**src/rtl/epc_pkg.sv**
```systemverilog
// Package of constants, modes and carrier types for the programming controller.
package epc_pkg;
  localparam int EPC_ADDR_W = 15;
  localparam int EPC_DATA_W = 8;
  localparam int EPC_CLK_HZ = 10000000;
  localparam int EPC_SHORT_PULSE_US = 100;
  localparam int EPC_PRIME_PULSE_MS = 1;
  localparam int EPC_SETUP_US = 2;
  localparam int EPC_SHORT_MAX_PULSES = 10;
  localparam int EPC_FAST_MAX_PULSES = 25;
  localparam int EPC_FINAL_FACTOR = 3;
  localparam int EPC_SHORT_PULSE_CYC = (EPC_SHORT_PULSE_US * (EPC_CLK_HZ / 1000000) < 1) ? 1 :
                                       EPC_SHORT_PULSE_US * (EPC_CLK_HZ / 1000000);
  localparam int EPC_PRIME_PULSE_CYC = (EPC_PRIME_PULSE_MS * (EPC_CLK_HZ / 1000) < 1) ? 1 :
                                       EPC_PRIME_PULSE_MS * (EPC_CLK_HZ / 1000);
  localparam int EPC_SETUP_CYC = (EPC_SETUP_US * (EPC_CLK_HZ / 1000000) < 1) ? 1 :
                                 EPC_SETUP_US * (EPC_CLK_HZ / 1000000);
  localparam logic [7:0] EPC_BLANK = 8'hFF;
  localparam logic EPC_ID_MAKER = 1'b0;
  localparam logic EPC_ID_PART = 1'b1;
  localparam int EPC_CNT_W = 32;
  localparam int EPC_PCNT_W = 5;

  // Supply level requests for the external regulators.
  typedef enum logic [1:0] {
    EPC_SUP_READ = 2'b00,
    EPC_SUP_SHORT = 2'b01,
    EPC_SUP_FAST = 2'b10
  } epc_sup_t;

  typedef enum logic [1:0] {
    EPC_CMD_READ = 2'b00,
    EPC_CMD_PROG_SHORT = 2'b01,
    EPC_CMD_PROG_FAST = 2'b10,
    EPC_CMD_SIGNATURE = 2'b11
  } epc_cmd_t;

  typedef struct packed {
    epc_cmd_t cmd;
    logic [EPC_ADDR_W-1:0] addr;
    logic [EPC_DATA_W-1:0] data;
  } epc_req_t;

  typedef struct packed {
    logic [EPC_DATA_W-1:0] data;
    logic fail;
    logic [EPC_PCNT_W-1:0] pulses;
  } epc_rsp_t;

  typedef struct packed {
    logic chip_en_n;
    logic out_en_n;
    logic [EPC_ADDR_W-1:0] addr;
    logic [EPC_DATA_W-1:0] data;
    logic data_oe;
    logic id_high_voltage_pin;
    epc_sup_t supply;
  } epc_pins_t;

  // True when the read-back byte carries odd parity.
  function automatic logic epc_odd_parity(input logic [EPC_DATA_W-1:0] b);
    return ^b;
  endfunction
endpackage

```
**src/rtl/epc_ctrl.sv**
```systemverilog
// Programming controller that sequences mode pins and pulses for a UV-erasable memory.
`timescale 1ns/1ps
// What this block does
// - Whole byte presented in parallel; chip enable pulsed after setup.
// - Short algorithm: 100 us pulses, verify each, fail after ten.
// - Program mode: output enable high, chip enable low, elevated supplies.
// - After programming, byte is verified again at 5 V supplies.
// - Any address may be programmed in any order.
// - Parallel-wired devices are driven as one target.
// - Millisecond algorithm: 1 ms prime pulses, verify after each.
// - Repeat prime pulses while verify fails, stop at 25.
// - Closing pulse lasts three milliseconds per prime pulse used.
// - Millisecond algorithm holds 6 V core and 12.5 V programming supply.
// - Chip enable high inhibits programming even with supply applied.
// - Signature mode raises the identification pin to 12 V.
// - Lowest address selects maker or part byte; other address bits low.
// - Read drives both enables low; raising either floats the outputs.
module epc_ctrl import epc_pkg::*; #(
  parameter int SHORT_PULSE_CYC = EPC_SHORT_PULSE_CYC,
  parameter int PRIME_PULSE_CYC = EPC_PRIME_PULSE_CYC,
  parameter int SETUP_CYC = EPC_SETUP_CYC,
  parameter int SHORT_MAX = EPC_SHORT_MAX_PULSES,
  parameter int FAST_MAX = EPC_FAST_MAX_PULSES
) (
  input wire logic ref_clk_i,
  input wire logic rst_n_i,
  input wire logic req_valid_i,
  output logic req_ready_o,
  input wire epc_req_t req_i,
  output logic rsp_valid_o,
  output epc_rsp_t rsp_o,
  input wire logic supply_good_i,
  input wire logic [EPC_DATA_W-1:0] data_pins_i,
  output epc_pins_t pins_o
);
  ////////////////////////////////////////////////////////////////////////////////
  typedef enum logic [3:0] {
    ST_IDLE = 4'b0000,
    ST_SUPPLY = 4'b0001,
    ST_SETUP = 4'b0010,
    ST_PULSE = 4'b0011,
    ST_GAP = 4'b0100,
    ST_VERIFY = 4'b0101,
    ST_FINAL = 4'b0110,
    ST_LOWSUP = 4'b0111,
    ST_FINAL_VER = 4'b1000,
    ST_READ = 4'b1001,
    ST_DONE = 4'b1010,
    ST_FINAL_SETUP = 4'b1011
  } epc_state_t;

  typedef struct packed {
    epc_state_t state;
    epc_req_t req;
    epc_pins_t pins;
    logic [EPC_CNT_W-1:0] cnt;
    logic [EPC_PCNT_W-1:0] pulses;
    epc_rsp_t rsp;
    logic rsp_valid;
  } epc_ctrl_st_t;

  epc_ctrl_st_t st;
  epc_ctrl_st_t next_st;
  logic [EPC_DATA_W-1:0] rd_data;

  // Read-back passes four flops because the memory is asynchronous to this clock.
  epc_sync #(.WIDTH(EPC_DATA_W)) u_sync (
    .ref_clk_i(ref_clk_i),
    .rst_n_i(rst_n_i),
    .async_i(data_pins_i),
    .sync_o(rd_data)
  );

  // Sample delay covers access time plus the three-stage synchroniser.
  localparam logic [EPC_CNT_W-1:0] SAMPLE_CYC = EPC_CNT_W'(SETUP_CYC + 4);
  logic is_fast;
  assign is_fast = (st.req.cmd == EPC_CMD_PROG_FAST);

  ////////////////////////////////////////////////////////////////////////////////
  always_comb begin
    next_st = st;
    next_st.rsp_valid = 1'b0;
    case (st.state)
      ST_IDLE: begin
        next_st.pins.chip_en_n = 1'b1;
        next_st.pins.out_en_n = 1'b1;
        next_st.pins.data_oe = 1'b0;
        if (req_valid_i) begin
          next_st.req = req_i;
          next_st.pulses = '0;
          next_st.cnt = '0;
          next_st.rsp = '0;
          next_st.pins.addr = req_i.addr;
          next_st.pins.data = req_i.data;
          case (req_i.cmd)
            EPC_CMD_PROG_SHORT: begin
              if (req_i.data == EPC_BLANK) begin
                next_st.state = ST_LOWSUP;
              end else begin
                next_st.pins.supply = EPC_SUP_SHORT;
                next_st.state = ST_SUPPLY;
              end
            end
            EPC_CMD_PROG_FAST: begin
              if (req_i.data == EPC_BLANK) begin
                next_st.state = ST_LOWSUP;
              end else begin
                next_st.pins.supply = EPC_SUP_FAST;
                next_st.state = ST_SUPPLY;
              end
            end
            EPC_CMD_SIGNATURE: begin
              next_st.pins.id_high_voltage_pin = 1'b1;
              next_st.pins.addr = '0;
              next_st.pins.addr[0] = req_i.addr[0];
              next_st.state = ST_READ;
            end
            default: begin
              next_st.state = ST_READ;
            end
          endcase
        end
      end
      ST_SUPPLY: begin
        if (supply_good_i) begin
          next_st.pins.data_oe = 1'b1;
          next_st.cnt = '0;
          next_st.state = ST_SETUP;
        end
      end
      ST_SETUP: begin
        next_st.cnt = st.cnt + 1'b1;
        if (st.cnt >= EPC_CNT_W'(SETUP_CYC - 1)) begin
          next_st.cnt = '0;
          next_st.pins.out_en_n = 1'b1;
          next_st.pins.chip_en_n = 1'b0;
          next_st.pulses = st.pulses + 1'b1;
          next_st.state = ST_PULSE;
        end
      end
      ST_PULSE: begin
        next_st.cnt = st.cnt + 1'b1;
        if (st.cnt >= EPC_CNT_W'((is_fast ? PRIME_PULSE_CYC : SHORT_PULSE_CYC) - 1)) begin
          next_st.pins.chip_en_n = 1'b1;
          next_st.cnt = '0;
          next_st.state = ST_GAP;
        end
      end
      ST_GAP: begin
        next_st.cnt = st.cnt + 1'b1;
        if (st.cnt >= EPC_CNT_W'(SETUP_CYC - 1)) begin
          // verify with output enable low, chip enable high
          next_st.pins.data_oe = 1'b0;
          next_st.pins.out_en_n = 1'b0;
          next_st.cnt = '0;
          next_st.state = ST_VERIFY;
        end
      end
      ST_VERIFY: begin
        next_st.cnt = st.cnt + 1'b1;
        if (st.cnt >= SAMPLE_CYC) begin
          next_st.cnt = '0;
          next_st.pins.out_en_n = 1'b1;
          next_st.pins.data_oe = 1'b1;
          if (rd_data == st.req.data) begin
            // good data leads to closing pulse in fast mode, straight to 5 V in short mode
            next_st.state = is_fast ? ST_FINAL_SETUP : ST_LOWSUP;
          // a cleared bit cannot come back
          end else if (((~rd_data) & st.req.data) != '0) begin
            next_st.rsp.fail = 1'b1;
            next_st.state = ST_LOWSUP;
          end else if (st.pulses >= EPC_PCNT_W'(is_fast ? FAST_MAX : SHORT_MAX)) begin
            next_st.rsp.fail = 1'b1;
            next_st.state = ST_LOWSUP;
          end else begin
            next_st.state = ST_SETUP;
          end
        end
      end
      ST_FINAL_SETUP: begin
        next_st.cnt = st.cnt + 1'b1;
        if (st.cnt >= EPC_CNT_W'(SETUP_CYC - 1)) begin
          next_st.cnt = '0;
          next_st.pins.chip_en_n = 1'b0;
          next_st.state = ST_FINAL;
        end
      end
      ST_FINAL: begin
        next_st.cnt = st.cnt + 1'b1;
        // closing pulse is three prime widths per pulse
        if (st.cnt >= EPC_CNT_W'(EPC_FINAL_FACTOR * PRIME_PULSE_CYC * int'(st.pulses) - 1)) begin
          next_st.pins.chip_en_n = 1'b1;
          next_st.cnt = '0;
          next_st.state = ST_LOWSUP;
        end
      end
      ST_LOWSUP: begin
        // return to 5 V for the closing verify
        next_st.pins.supply = EPC_SUP_READ;
        next_st.pins.chip_en_n = 1'b1;
        next_st.pins.data_oe = 1'b0;
        next_st.cnt = '0;
        if (supply_good_i && st.pins.supply == EPC_SUP_READ) begin
          next_st.state = ST_FINAL_VER;
        end
      end
      ST_FINAL_VER: begin
        next_st.pins.chip_en_n = 1'b0;
        next_st.pins.out_en_n = 1'b0;
        next_st.cnt = st.cnt + 1'b1;
        if (st.cnt >= SAMPLE_CYC) begin
          if (rd_data != st.req.data) begin
            next_st.rsp.fail = 1'b1;
          end
          next_st.rsp.data = rd_data;
          next_st.state = ST_DONE;
        end
      end
      ST_READ: begin
        next_st.pins.chip_en_n = 1'b0;
        next_st.pins.out_en_n = 1'b0;
        next_st.cnt = st.cnt + 1'b1;
        if (st.cnt >= SAMPLE_CYC) begin
          next_st.rsp.data = rd_data;
          if (st.req.cmd == EPC_CMD_SIGNATURE) begin
            next_st.rsp.fail = ~epc_odd_parity(rd_data);
          end
          next_st.state = ST_DONE;
        end
      end
      ST_DONE: begin
        // chip enable high parks and inhibits
        next_st.pins.chip_en_n = 1'b1;
        next_st.pins.out_en_n = 1'b1;
        next_st.pins.id_high_voltage_pin = 1'b0;
        next_st.rsp.pulses = st.pulses;
        next_st.rsp_valid = 1'b1;
        next_st.state = ST_IDLE;
      end
      default: begin
        next_st.state = ST_IDLE;
      end
    endcase
  end

  ////////////////////////////////////////////////////////////////////////////////
  always_ff @(posedge ref_clk_i) begin
    if (!rst_n_i) begin
      st <= '0;
      st.pins.chip_en_n <= 1'b1;
      st.pins.out_en_n <= 1'b1;
    end else begin
      st <= next_st;
    end
  end

  // one pin set drives all parallel devices
  assign pins_o = st.pins;
  assign req_ready_o = (st.state == ST_IDLE);
  assign rsp_valid_o = st.rsp_valid;
  assign rsp_o = st.rsp;
endmodule

```
**src/rtl/epc_sync.sv**
```systemverilog
// Three-stage input synchroniser for the data pins read back from the memory.
`timescale 1ns/1ps
module epc_sync import epc_pkg::*; #(
  parameter int WIDTH = EPC_DATA_W
) (
  input wire logic ref_clk_i,
  input wire logic rst_n_i,
  input wire logic [WIDTH-1:0] async_i,
  output logic [WIDTH-1:0] sync_o
);
  typedef struct packed {
    logic [WIDTH-1:0] s1;
    logic [WIDTH-1:0] s2;
    logic [WIDTH-1:0] s3;
    logic [WIDTH-1:0] q;
  } epc_sync_st_t;
  epc_sync_st_t st;
  epc_sync_st_t next_st;

  always_comb begin
    next_st = st;
    next_st.s1 = async_i;
    next_st.s2 = st.s1;
    next_st.s3 = st.s2;
    // A change counts only once stages two and three agree.
    if (st.s2 == st.s3) begin
      next_st.q = st.s3;
    end
  end

  always_ff @(posedge ref_clk_i) begin
    if (!rst_n_i) begin
      st <= '0;
    end else begin
      st <= next_st;
    end
  end

  assign sync_o = st.q;
endmodule

```
**config.mk**
```make
export PLATFORM = sky130hd
export DESIGN_NAME = epc_ctrl
export DESIGN_NICKNAME = d
export VERILOG_FILES = /design/src/rtl/epc_pkg.sv /design/src/rtl/epc_ctrl.sv /design/src/rtl/epc_sync.sv
export SDC_FILE = /design/constraint.sdc
export NUM_CORES = 1
export LEC_CHECK = 0
export BUFFER_PORTS_ARGS = -buffer_cell sky130_fd_sc_hd__buf_2
export CORE_MARGIN = 4
export CORE_UTILIZATION = 60
export DETAILED_ROUTE_END_ITERATION = 8
export GPL_ROUTABILITY_DRIVEN = 1
export GPL_TIMING_DRIVEN = 0
export HOLD_SLACK_MARGIN = 0.03
export PLACE_DENSITY_LB_ADDON = 0.2
export SLEW_MARGIN = 20
export SYNTH_ARGS = -nofsm -noshare
export SYNTH_HDL_FRONTEND = slang
export SYNTH_SLANG_ARGS = --single-unit
```
**constraint.sdc**
```tcl
create_clock -name ref_clk_i -period 7.3 [get_ports ref_clk_i]
set_clock_uncertainty 0.15 [all_clocks]
set_input_delay 0.73 -clock ref_clk_i [delete_from_list [all_inputs] [get_ports ref_clk_i]]
set_output_delay 0.73 -clock ref_clk_i [all_outputs]
set_load 0.01 [all_outputs]
```
Yosys cells after proc, flatten, opt, wreduce, memory -nomap -nowiden
Cells that the tools add are included.
{ "classes": {"n_addsub": 4, "n_mul": 1, "n_lt_le_gt_ge": 5, "eq_ne": 40, "muxes": 56, "n_bitwise": 3, "n_reduce_logical": 32} }
{ "ops": {"columns": ["cell", "n"], "rows": [
  ["$pmux W32 S9", 1],
  ["$mux W32", 5],
  ["$ge A32 B32 Y1", 2],
  ["$ge A32 B5 Y1 const B", 2],
  ["$mux W54", 1],
  ["$mux W4", 13],
  ["$pmux W4 S10", 1],
  ["$mux W37", 1],
  ["$add A32 B1 Y32 const B", 1],
  ["$mux W29", 1],
  ["$ne A2 B2 Y1 const B", 14],
  ["$pmux W8 S3", 1],
  ["$sub A20 B1 Y21 const B", 1],
  ["$pmux W5 S2", 2],
  ["$mux W9", 2],
  ["$eq A4 B3 Y1 const B", 4],
  ["$eq A4 B4 Y1 const B", 4],
  ["$eq A8 B8 Y1", 2],
  ["$mul A11 B5 Y16 const A", 1],
  ["$mux W15", 1],
  ["$sub A14 B1 Y15 const B", 1],
  ["$mux W14", 1],
  ["$mux W1", 13],
  ["$reduce_and A4 Y1", 3],
  ["other kinds (40)", 63]
]} }
{ "word_totals": {"reg_bits": 134, "out_inout_bits": 45} }

Depth between registers and ports, before layout
Gate-level depths: netlist (run 1).
{ "logic_depth": {"ltp_word": 8, "ltp_mapped": 23, "mapped_depth_nobuf": 22} }

Cells and area by module
From an unflattened synthesis (run 1), not the netlist that was laid out.
{ "hier_totals": {"hier_cells": 1023, "hier_area_um2": 8335.5} }
{ "modules_own_cells": {"columns": ["mod", "n_inst", "cells_each", "area_per_inst_um2", "seq_area_each_um2"], "rows": [
  ["epc_ctrl", 1, 920, 7234.4, 1741.7],
  ["epc_sync", 1, 103, 1101.1, 640.6]
]} }

Worst setup path before layout (run 1)
Ideal clock, no wire load.
{ "synth_timing": {"kind": "register -> register", "start": "register st[18] in the netlist's numbering", "end": "register st[41] in the netlist's numbering", "setup_ns": 0.118, "arrival_ns": 5.889, "t_required_ns": 7.032, "setup_slack_ns": 1.143, "stages_incl_launch_ff": 22, "n_path_buf": 1, "synth_period_minus_slack_ns": 6.157, "cell_sequence": "dfxtp_1 inv_1 ha_1 ha_1 or2_2 fa_1 ha_1 o21a_1 o22a_1 a221o_1 and4_1 nor3b_2 nor4b_2 nand3_1 ha_1 nand4_1 a2111oi_0 a211o_1 o211ai_1 o31ai_2 buf_2 nor2_1"} }
{ "synth_between": {"elab_chain_cells": 5} }
{ "synth_lines": {"columns": ["element", "line", "text"], "rows": [
  ["from (decl)", "epc_ctrl.sv:62", "epc_ctrl_st_t st;"],
  ["from (signal assigned)", "epc_ctrl.sv:253", "st <= next_st;"],
  ["$mul A11 B5 Y16", "epc_ctrl.sv:191", "if (st.cnt >= EPC_CNT_W'(EPC_FINAL_FACTOR * PRIME_PULSE_CYC * int'(st.pulses) - 1)) begin"],
  ["$sub A20 B1 Y21", "epc_ctrl.sv:191", null],
  ["$ge A32 B32 Y1", "epc_ctrl.sv:191", null],
  ["$mux W32", "epc_ctrl.sv:191", null],
  ["$pmux W32 S9", "epc_ctrl.sv:83", "case (st.state)"]
]} }
No other way between the ends.
A chain may end at the register's enable or synchronous reset.

Worst setup path in the final report (run 1)
{ "layout_timing": {"start": "register st[18] in the netlist's numbering", "end": "register st[33] in the netlist's numbering"} }
The elaborated chain is that of the path after synthesis.

==> out/results.txt, run 1 <==
dpl cells -> 1,186
number of remaining DRC errors -> 0
Worst Setup End Kind -> register
min Tclk post-route -> 6.74 ns
Setup crit start -> st[18]
sequential fraction of the synthesis area -> 0.304
peak supply drop -> 0.000203 V
Commonest cells post-synth -> dfxtp_1, ha_1, nand2_1
die span in x -> 122 microns
DR pass1 iterations -> 7
r2r endpoint -> st[33]
synth top area cells -> dfxtp_1, ha_1, xor2_1
clk sinks -> 119
ratio of cells with drive above 1 in the final layout -> 0.175
final net count -> 1,164
Longest Clk Path Bufs -> 2
Starting Density -> 0.616
leakage -> 4.35 nW
Max-cap violations -> 0
met3 usage -> 0.0700
fill cell count -> 1,065
Cell Chain, Critical Path -> inv_1 > ha_1 > ha_1 > or2_2 > fa_1 > ha_1 > or2_1 > o22a_1 > a221o_1 > and4_1 > nor3b_2 > nor4b_2 > nand3_4 > ha_1 > nand4_1 > a2111oi_0 > a211o_1 > o211ai_1 > buf_4 > o31ai_4 > buf_2 > nor2_1
EDFF count, synth -> 0
Synth Register Bits -> 119
gr ovfl total -> 0
Root Buffer -> clkbuf_16
relative slew slack -> 0.369
crit path launch type -> register
critical path required time -> 7.46 ns
number of CTS-inserted buffers -> 17
most common cell in the netlist -> dfxtp_1
Ant. Diodes -> 0
cell family with most CP delay -> simple AND/OR/NAND/NOR gates
hold_buf cts -> 0
reg2reg start -> st[18]
IO Pins -> 82
WS Path Type -> register to register
CP endpoint -> st[33]
CTS tree -> done
remaining antenna violation count -> 0
all-layer global routing usage -> 0.252
Max FO, Critical Path -> 12
row cnt -> 41
maximum clock rate -> 148 MHz
final wirelength -> 18,500 microns
final RePlAce weighted congestion -> 0.949
status -> finished, final reports clean
Yosys cell types -> 72
global routing's busiest layer -> met2
most frequent CP cell -> ha_1
Syn Nets -> 1,062
Overall Power -> 2.21 mW
Design Area, Final -> 0.00910 sq mm
WP depth -> 22
Slew Limit Fails -> 0
met2 usage -> 0.393
initial antenna violation count -> 0
R2R depth -> 22
Power Density -> 242 mW/mm^2
Yosys top cell area share -> 0.304
synth warn -> 0
IO buf count -> 81
crit-path max cell delay -> 0.45 ns
crit path buf inv count -> 3
setup TNS -> 0 ns
Tightest Pin Transition -> 0.938 ns
Worst Path Arrival -> 6.91 ns
largest net degree at the start of global routing -> 17
asr flop ratio synth -> 0
clock slew seen by the registers of the worst setup and hold paths -> 0.06 ns
Cells after Synth -> 933
Main synth FF type -> dfxtp_1
Clock H-tree levels -> 4
Area Growth Syn to Fin -> 16.1%
unrepaired setup endpoints after global routing -> no
core box area -> 0.0127 sq mm
vias in the first global route -> 6,333
placed instance area -> 0.00846 sq mm
area of the die -> 0.0150 sq mm
via count -> 6,948
min-delay worst type -> register to register
first-pass GRT wire length -> 30,500 microns
Final Hold Fails -> 0
Post-Syn Area -> 0.00784 sq mm
final setup fails -> 0
post-layout util -> 0.715
slowest CP cell -> dfxtp_2
height of the die -> 122 microns
post-synthesis area per instance -> 8.40 sq um
Cell Count, Final, Fillers Out -> 1,220
Initial DRC Count -> 580
fin crit share -> 0.924
area leader, netlist -> dfxtp_1
FF-to-FF setup slack -> 0.56 ns
DR vias/cell -> 5.70
clock latency on the worst-skew pair -> 0.42 ns
met1 global-route usage -> 0.345
wire per inst -> 15.2 microns
HPWL Detailed -> 13,700 microns
## how the worst min path moves through the flow
stage / endpoint / cells after the start / start / slack [ns]
finish: u_sync.next_st[15] / 1 / u_sync.next_st[23] / 0.28
global route: u_sync.next_st[12] / 1 / u_sync.next_st[20] / 0.29
CTS: u_sync.next_st[15] / 1 / u_sync.next_st[23] / 0.28
detailed placement: u_sync.next_st[8] / 1 / u_sync.next_st[16] / 0.27
global placement: u_sync.next_st[8] / 1 / u_sync.next_st[16] / 0.26
floorplan: u_sync.next_st[10] / 1 / u_sync.next_st[18] / 0.26
## through the flow
| step | hold slack, ns | setup WS [ns] |
|---|---|---|
| 2_1_floorplan | 0.262 | 1.14 |
| 3_3_place_gp | 0.264 | 0.0177 |
| 3_5_place_dp | 0.268 | -0.00639 |
| 4_1_cts | 0.282 | 0.0858 |
| 5_1_grt | 0.289 | 0.171 |
| 6_report | 0.281 | 0.558 |
## logic make-up (layout without fill, tap and decap cells)
logic type | after synthesis | after routing | share of synthesized area
simple gates | 361 | 361 | 0.236
buf+inv | 117 | 232 | 0.0787
xor+xnor | 70 | 70 | 0.0782
fa+ha+maj | 92 | 92 | 0.152
flops | 119 | 119 | 0.304
mux | 11 | 11 | 0.0144
compound gates | 163 | 163 | 0.137
## per-layer routing
metal | vias up | wire, microns
li1 | 3474 | -
met1 | 3227 | 8700
met2 | 216 | 8310
met3 | 31 | 1230
met4 | 0 | 298
met5 | - | 0
## state kept, by name, indices dropped and copies added (netlist names)
signal	cells
st	44
rsp_valid_o	1
u_sync.sync_o	8
rsp_o	14
u_sync.st	8
u_sync.next_st	16
pins_o	28
## timing repair
item                       in CTS  in global routing
setup endpoints to repair      19                 37
gates resized for setup         1                  3
pin swaps                       0                  1
setup buffers                   0                  2
## layout by cell type, fill, tap and decap left out, drive strengths merged, types with 5 or more instances in the layout
cell type and instances:
buf 135, dfxtp 119, nand2 87, ha 87
nor2 80, a21oi 52, clkbuf 49, nand3 40
xor2 38, inv 38, xnor2 32, o21ai 28
and2 27, nor3 24, nand4 18, nand3b 15
nor4 14, and3 11, o21a 11, a211oi 9
nor2b 9, mux2i 9, a22oi 9, or2 8
nand2b 7, a2111oi 7, o211ai 6, a21o 5
o221ai 5, or3 5, fa 5
## worst reg2reg max path: stages (launching register included)
cell	delay [ns]
dfxtp_2	0.45
inv_1	0.13
ha_1	0.24
ha_1	0.17
or2_2	0.30
fa_1	0.44
ha_1	0.27
or2_1	0.24
o22a_1	0.20
a221o_1	0.39
and4_1	0.25
nor3b_2	0.28
nor4b_2	0.44
nand3_4	0.27
ha_1	0.41
nand4_1	0.13
a2111oi_0	0.45
a211o_1	0.24
o211ai_1	0.17
buf_4	0.20
o31ai_4	0.43
buf_2	0.31
nor2_1	0.08
## final cells by class
cell class | count | area [sq um] | area share
clock buffers | 19 | 433 | 0.0476
well taps | 172 | 215 | 0.0236
repair buffers | 83 | 420 | 0.0462
clock inverters | 13 | 170 | 0.0187
multi-input cells | 697 | 4860 | 0.534
inverters | 35 | 131 | 0.0144
flip-flops and latches | 119 | 2380 | 0.262
plain buffers | 82 | 485 | 0.0533
## power breakdown
group	internal, mW	switching, mW	leakage [nW]	total, mW
combinational	0.234	0.371	3.10	0.605
sequential	0.705	0.0406	0.968	0.746
clock	0.540	0.316	0.285	0.855
total	1.48	0.727	4.35	2.21
No activity file was read; power rests on OpenSTA's default activity.
==> inputs of run 2 (changes only) <==
Clock period 7.3 ns to 7 ns, I/O delays scaled along.
==> out/results.txt, run 2 (same netlist as run 1, synthesis figures left out) <==
vias in the first global route -> 6,348
IO buf count -> 81
Starting Density -> 0.616
Biggest register -> st
crit-path max cell delay -> 0.66 ns
Power Density -> 252 mW/mm^2
R2R depth -> 21
WS Path Type -> register to register
gr ovfl total -> 0
HP Start -> u_sync.next_st[23]
critical path required time -> 7.16 ns
fin crit share -> 0.955
final RePlAce weighted congestion -> 0.949
crit path launch type -> register
crit path buf inv count -> 4
leakage -> 4.37 nW
row cnt -> 41
Tightest Pin Transition -> 0.939 ns
min-delay worst type -> register to register
Max FO, Critical Path -> 12
cell family with most CP delay -> simple AND/OR/NAND/NOR gates
Longest Clk Path Bufs -> 2
dpl cells -> 1,186
FF-to-FF setup slack -> 0.31 ns
wire per inst -> 15.3 microns
die span in x -> 122 microns
Worst Path Arrival -> 6.85 ns
setup TNS -> 0 ns
number of CTS-inserted buffers -> 17
Design Area, Final -> 0.00912 sq mm
largest net degree at the start of global routing -> 17
remaining antenna violation count -> 0
Final Hold Fails -> 0
Root Buffer -> clkbuf_16
peak supply drop -> 0.000211 V
IO Pins -> 82
Cell Count, Final, Fillers Out -> 1,221
maximum clock rate -> 150 MHz
reg2reg start -> st[17]
max reg flops -> 44
most common cell after layout, fill and taps aside -> dfxtp_1
final setup fails -> 0
DR vias/cell -> 5.70
Cell Chain, Critical Path -> inv_1 > ha_1 > xnor2_1 > ha_1 > ha_1 > ha_1 > clkbuf_1 > and3_1 > nand3_1 > nor4b_1 > nor3_1 > nand3_4 > ha_1 > nand4_1 > a2111oi_0 > a211o_1 > o211ai_1 > buf_4 > o31ai_4 > buf_2 > nor2_1
Slew Limit Fails -> 0
via count -> 6,959
first-pass GRT wire length -> 30,600 microns
clk sinks -> 119
post-layout util -> 0.717
clock slew seen by the registers of the worst setup and hold paths -> 0.06 ns
Worst Hold Path EP -> u_sync.next_st[15]
clock latency on the worst-skew pair -> 0.43 ns
core box area -> 0.0127 sq mm
Clock H-tree levels -> 4
area of the die -> 0.0150 sq mm
min Tclk post-route -> 6.69 ns
Max-cap violations -> 0
height of the die -> 122 microns
slowest CP cell -> nor3_1
relative slew slack -> 0.368
all-layer global routing usage -> 0.253
Ant. Diodes -> 0
placed instance area -> 0.00846 sq mm
CTS tree -> done
final wirelength -> 18,700 microns
initial antenna violation count -> 0
r2r endpoint -> st[42]
Initial DRC Count -> 608
HPWL Detailed -> 13,700 microns
ratio of cells with drive above 1 in the final layout -> 0.176
final net count -> 1,165
status -> finished, final reports clean
Area Growth Syn to Fin -> 16.3%
DR pass1 iterations -> 7
hold-critical path depth -> 1
commonest cells after routing, fill and taps aside -> dfxtp_1, buf_2, nand2_1, ha_1, nor2_1
Worst Setup End Kind -> register
most frequent CP cell -> ha_1
number of remaining DRC errors -> 0
==> run 2: cell types whose count changed in the layout (fill, tap and decap cells not counted), sizes merged <==
cell | before | now
buf | 135 | 136
==> run 2: worst max path at each step <==
stage               startpoint         end  slack, ns  cells past startpoint
floorplan               st[18]      st[41]       0.84                     21
CTS                     st[18]  pins_o[28]       0.12                     22
global placement        st[18]      st[30]      -0.28                     21
finish                  st[17]      st[42]       0.31                     21
global route            st[17]      st[49]      -0.08                     21
detailed placement      st[18]      st[33]      -0.31                     21
==> run 2: cell type report <==
class                           count  area, sq um
Clock buffer                       19          433
Tap cell                          172          215
Clock inverter                     13          170
Fill cell                        1061         3600
Inverter                           35          131
Timing Repair Buffer               84          428
Buffer                             82          487
Multi-Input combinational cell    697         4870
Sequential cell                   119         2380
==> run 2: timing repair <==
item,in CTS,in global routing
hold buffers,0,0
gates resized for setup,2,5
endpoints found under the setup margin,35,35
pin swaps,1,1
buffers inserted,1,2
gates cloned,0,0
==> run 2: stage by stage <==
| step | power, mW | setup WS, ns | hold WS, ns |
|---|---|---|---|
| after floorplan | 1.21 | 0.843 | 0.262 |
| after global placement | 1.39 | -0.282 | 0.264 |
| after detailed placement | 1.39 | -0.306 | 0.268 |
| after CTS | 2.29 | 0.123 | 0.282 |
| after global routing | 2.41 | -0.0808 | 0.289 |
| final | 2.30 | 0.313 | 0.281 |
==> run 2: power by group <==
part	switching [mW]	leakage (nW)	total (mW)	internal, mW
sequential	0.0423	0.968	0.778	0.735
combinational	0.385	3.12	0.632	0.247
clock	0.329	0.285	0.892	0.563
total	0.757	4.37	2.30	1.54
==> run 2: per-layer routing <==
layer	track usage	up-vias	part of all wire
li1	-	3473	-
met1	0.345	3196	0.46
met2	0.394	250	0.45
met3	0.0705	40	0.074
met4	0.0679	0	0.018
met5	0	-	0
==> inputs of run 3 (changes only) <==
Settings changed: CORE_UTILIZATION 60 to 50.
==> out/results.txt, run 3 (same netlist as run 1, synthesis figures left out) <==
status -> finished, final reports clean
crit-path max cell delay -> 0.51 ns
core box area -> 0.0153 sq mm
Cell Chain, Critical Path -> inv_1 > ha_1 > ha_1 > or2_2 > fa_1 > ha_1 > o21a_1 > o22a_1 > a221o_1 > and4_1 > nor3b_2 > nor4b_4 > nand3_4 > ha_1 > nand4_1 > a2111oi_1 > a211o_1 > o211ai_1 > buf_4 > or4b_1 > a21oi_1
slowest CP cell -> or4b_1
peak supply drop -> 0.000196 V
setup TNS -> 0 ns
final setup fails -> 0
max reg flops -> 44
min-delay worst type -> register to register
Biggest register -> st
WS Path Type -> register to register
area of the die -> 0.0177 sq mm
number of CTS-inserted buffers -> 17
vias in the first global route -> 6,393
Max FO, Critical Path -> 12
clk sinks -> 119
all-layer global routing usage -> 0.205
DR vias/cell -> 5.44
leakage -> 4.38 nW
height of the die -> 133 microns
row cnt -> 45
HPWL Detailed -> 13,900 microns
min Tclk post-route -> 6.46 ns
gr ovfl total -> 0
maximum clock rate -> 155 MHz
ratio of cells with drive above 1 in the final layout -> 0.176
largest net degree at the start of global routing -> 17
fin crit share -> 0.922
fill cell count -> 1,360
IO buf count -> 81
Starting Density -> 0.514
Initial DRC Count -> 451
clock latency on the worst-skew pair -> 0.43 ns
Max-cap violations -> 0
Tightest Pin Transition -> 0.965 ns
final net count -> 1,165
dpl cells -> 1,225
Worst Path Arrival -> 6.63 ns
Cell Count, Final, Fillers Out -> 1,259
post-layout util -> 0.601
wire per inst -> 14.6 microns
most common cell after layout, fill and taps aside -> dfxtp_1
Overall Power -> 2.29 mW
final wirelength -> 18,300 microns
Clock H-tree levels -> 4
WHS -> 0.280 ns
remaining antenna violation count -> 0
number of remaining DRC errors -> 0
Root Buffer -> clkbuf_16
Final Hold Fails -> 0
Power Density -> 250 mW/mm^2
DR pass1 iterations -> 5
commonest cells after routing, fill and taps aside -> dfxtp_1, buf_2, nand2_1, ha_1, nor2_1
Slew Limit Fails -> 0
via count -> 6,851
Longest Clk Path Bufs -> 2
initial antenna violation count -> 0
die span in x -> 133 microns
final RePlAce weighted congestion -> 0.892
critical path required time -> 7.18 ns
IO Pins -> 82
Worst Setup End Kind -> register
most frequent CP cell -> ha_1
first-pass GRT wire length -> 30,100 microns
CTS tree -> done
Ant. Diodes -> 0
Area Growth Syn to Fin -> 17.0%
crit path launch type -> register
unrepaired setup endpoints after global routing -> no
clock slew seen by the registers of the worst setup and hold paths -> 0.05 ns
relative slew slack -> 0.351
[run 3: cell count changes in the layout (fill, tap and decap cells not counted), sizes merged]
cell | previous run | this run
clkinvlp | 3 | 1
clkinv | 4 | 5
[run 3: worst paths after layout]
check	slack (ns)	start	endpoint	depth (start not counted)
worst max-delay path	0.54	st[18]	st[106]	21
worst max register to register	0.54	st[18]	st[106]	21
worst min register to register	0.28	u_sync.next_st[17]	u_sync.next_st[9]	1
worst min-delay path	0.28	u_sync.next_st[17]	u_sync.next_st[9]	1
[run 3: critical path, delay by kind of cell (launching register included)]
| family | cells | cell delay (ns) |
|---|---|---|
| AO/OA/AOI/OAI | 7 | 1.74 |
| flip-flops | 1 | 0.47 |
| adder cells (fa/ha/maj) | 5 | 1.62 |
| AND/OR/NAND/NOR | 7 | 2.07 |
| buffers and inverters | 2 | 0.34 |
[run 3: area by class of cell]
type	count	area, sq um	share of cell area
multi-input cells	697	4870	0.531
flip-flops and latches	119	2380	0.260
plain buffers	82	485	0.0529
clock buffers	19	443	0.0483
repair buffers	84	428	0.0466
well taps	211	264	0.0288
clock inverters	12	168	0.0183
inverters	35	131	0.0143
[run 3: layer usage]
layer,up-vias,part of all wire,GRT usage
met1,3179,0.48,0.283
li1,3468,-,-
met4,0,0.015,0.0594
met3,23,0.059,0.0412
met5,-,0,0
met2,181,0.45,0.326
[run 3: through the flow]
stage               worst slack, ns  instance area [sq um]
floorplan                     0.843                   7840
CTS                          0.0891                   9160
global route                 0.0559                   9180
global placement             -0.416                   8510
finish                        0.544                   9180
detailed placement           -0.542                   8510
[run 3: repair_timing]
action                                  CTS  global route
buffers inserted                          3             0
cloned                                    0             0
hold buffers                              0             0
gates resized for setup                   2             4
pin swaps                                 2             0
endpoints found under the setup margin   36            37
[run 3: report_power, final]
| part | leakage (nW) | internal, mW | switching, mW |
|---|---|---|---|
| Combinational | 3.11 | 0.247 | 0.377 |
| Clock | 0.295 | 0.572 | 0.322 |
| Sequential | 0.968 | 0.735 | 0.0403 |
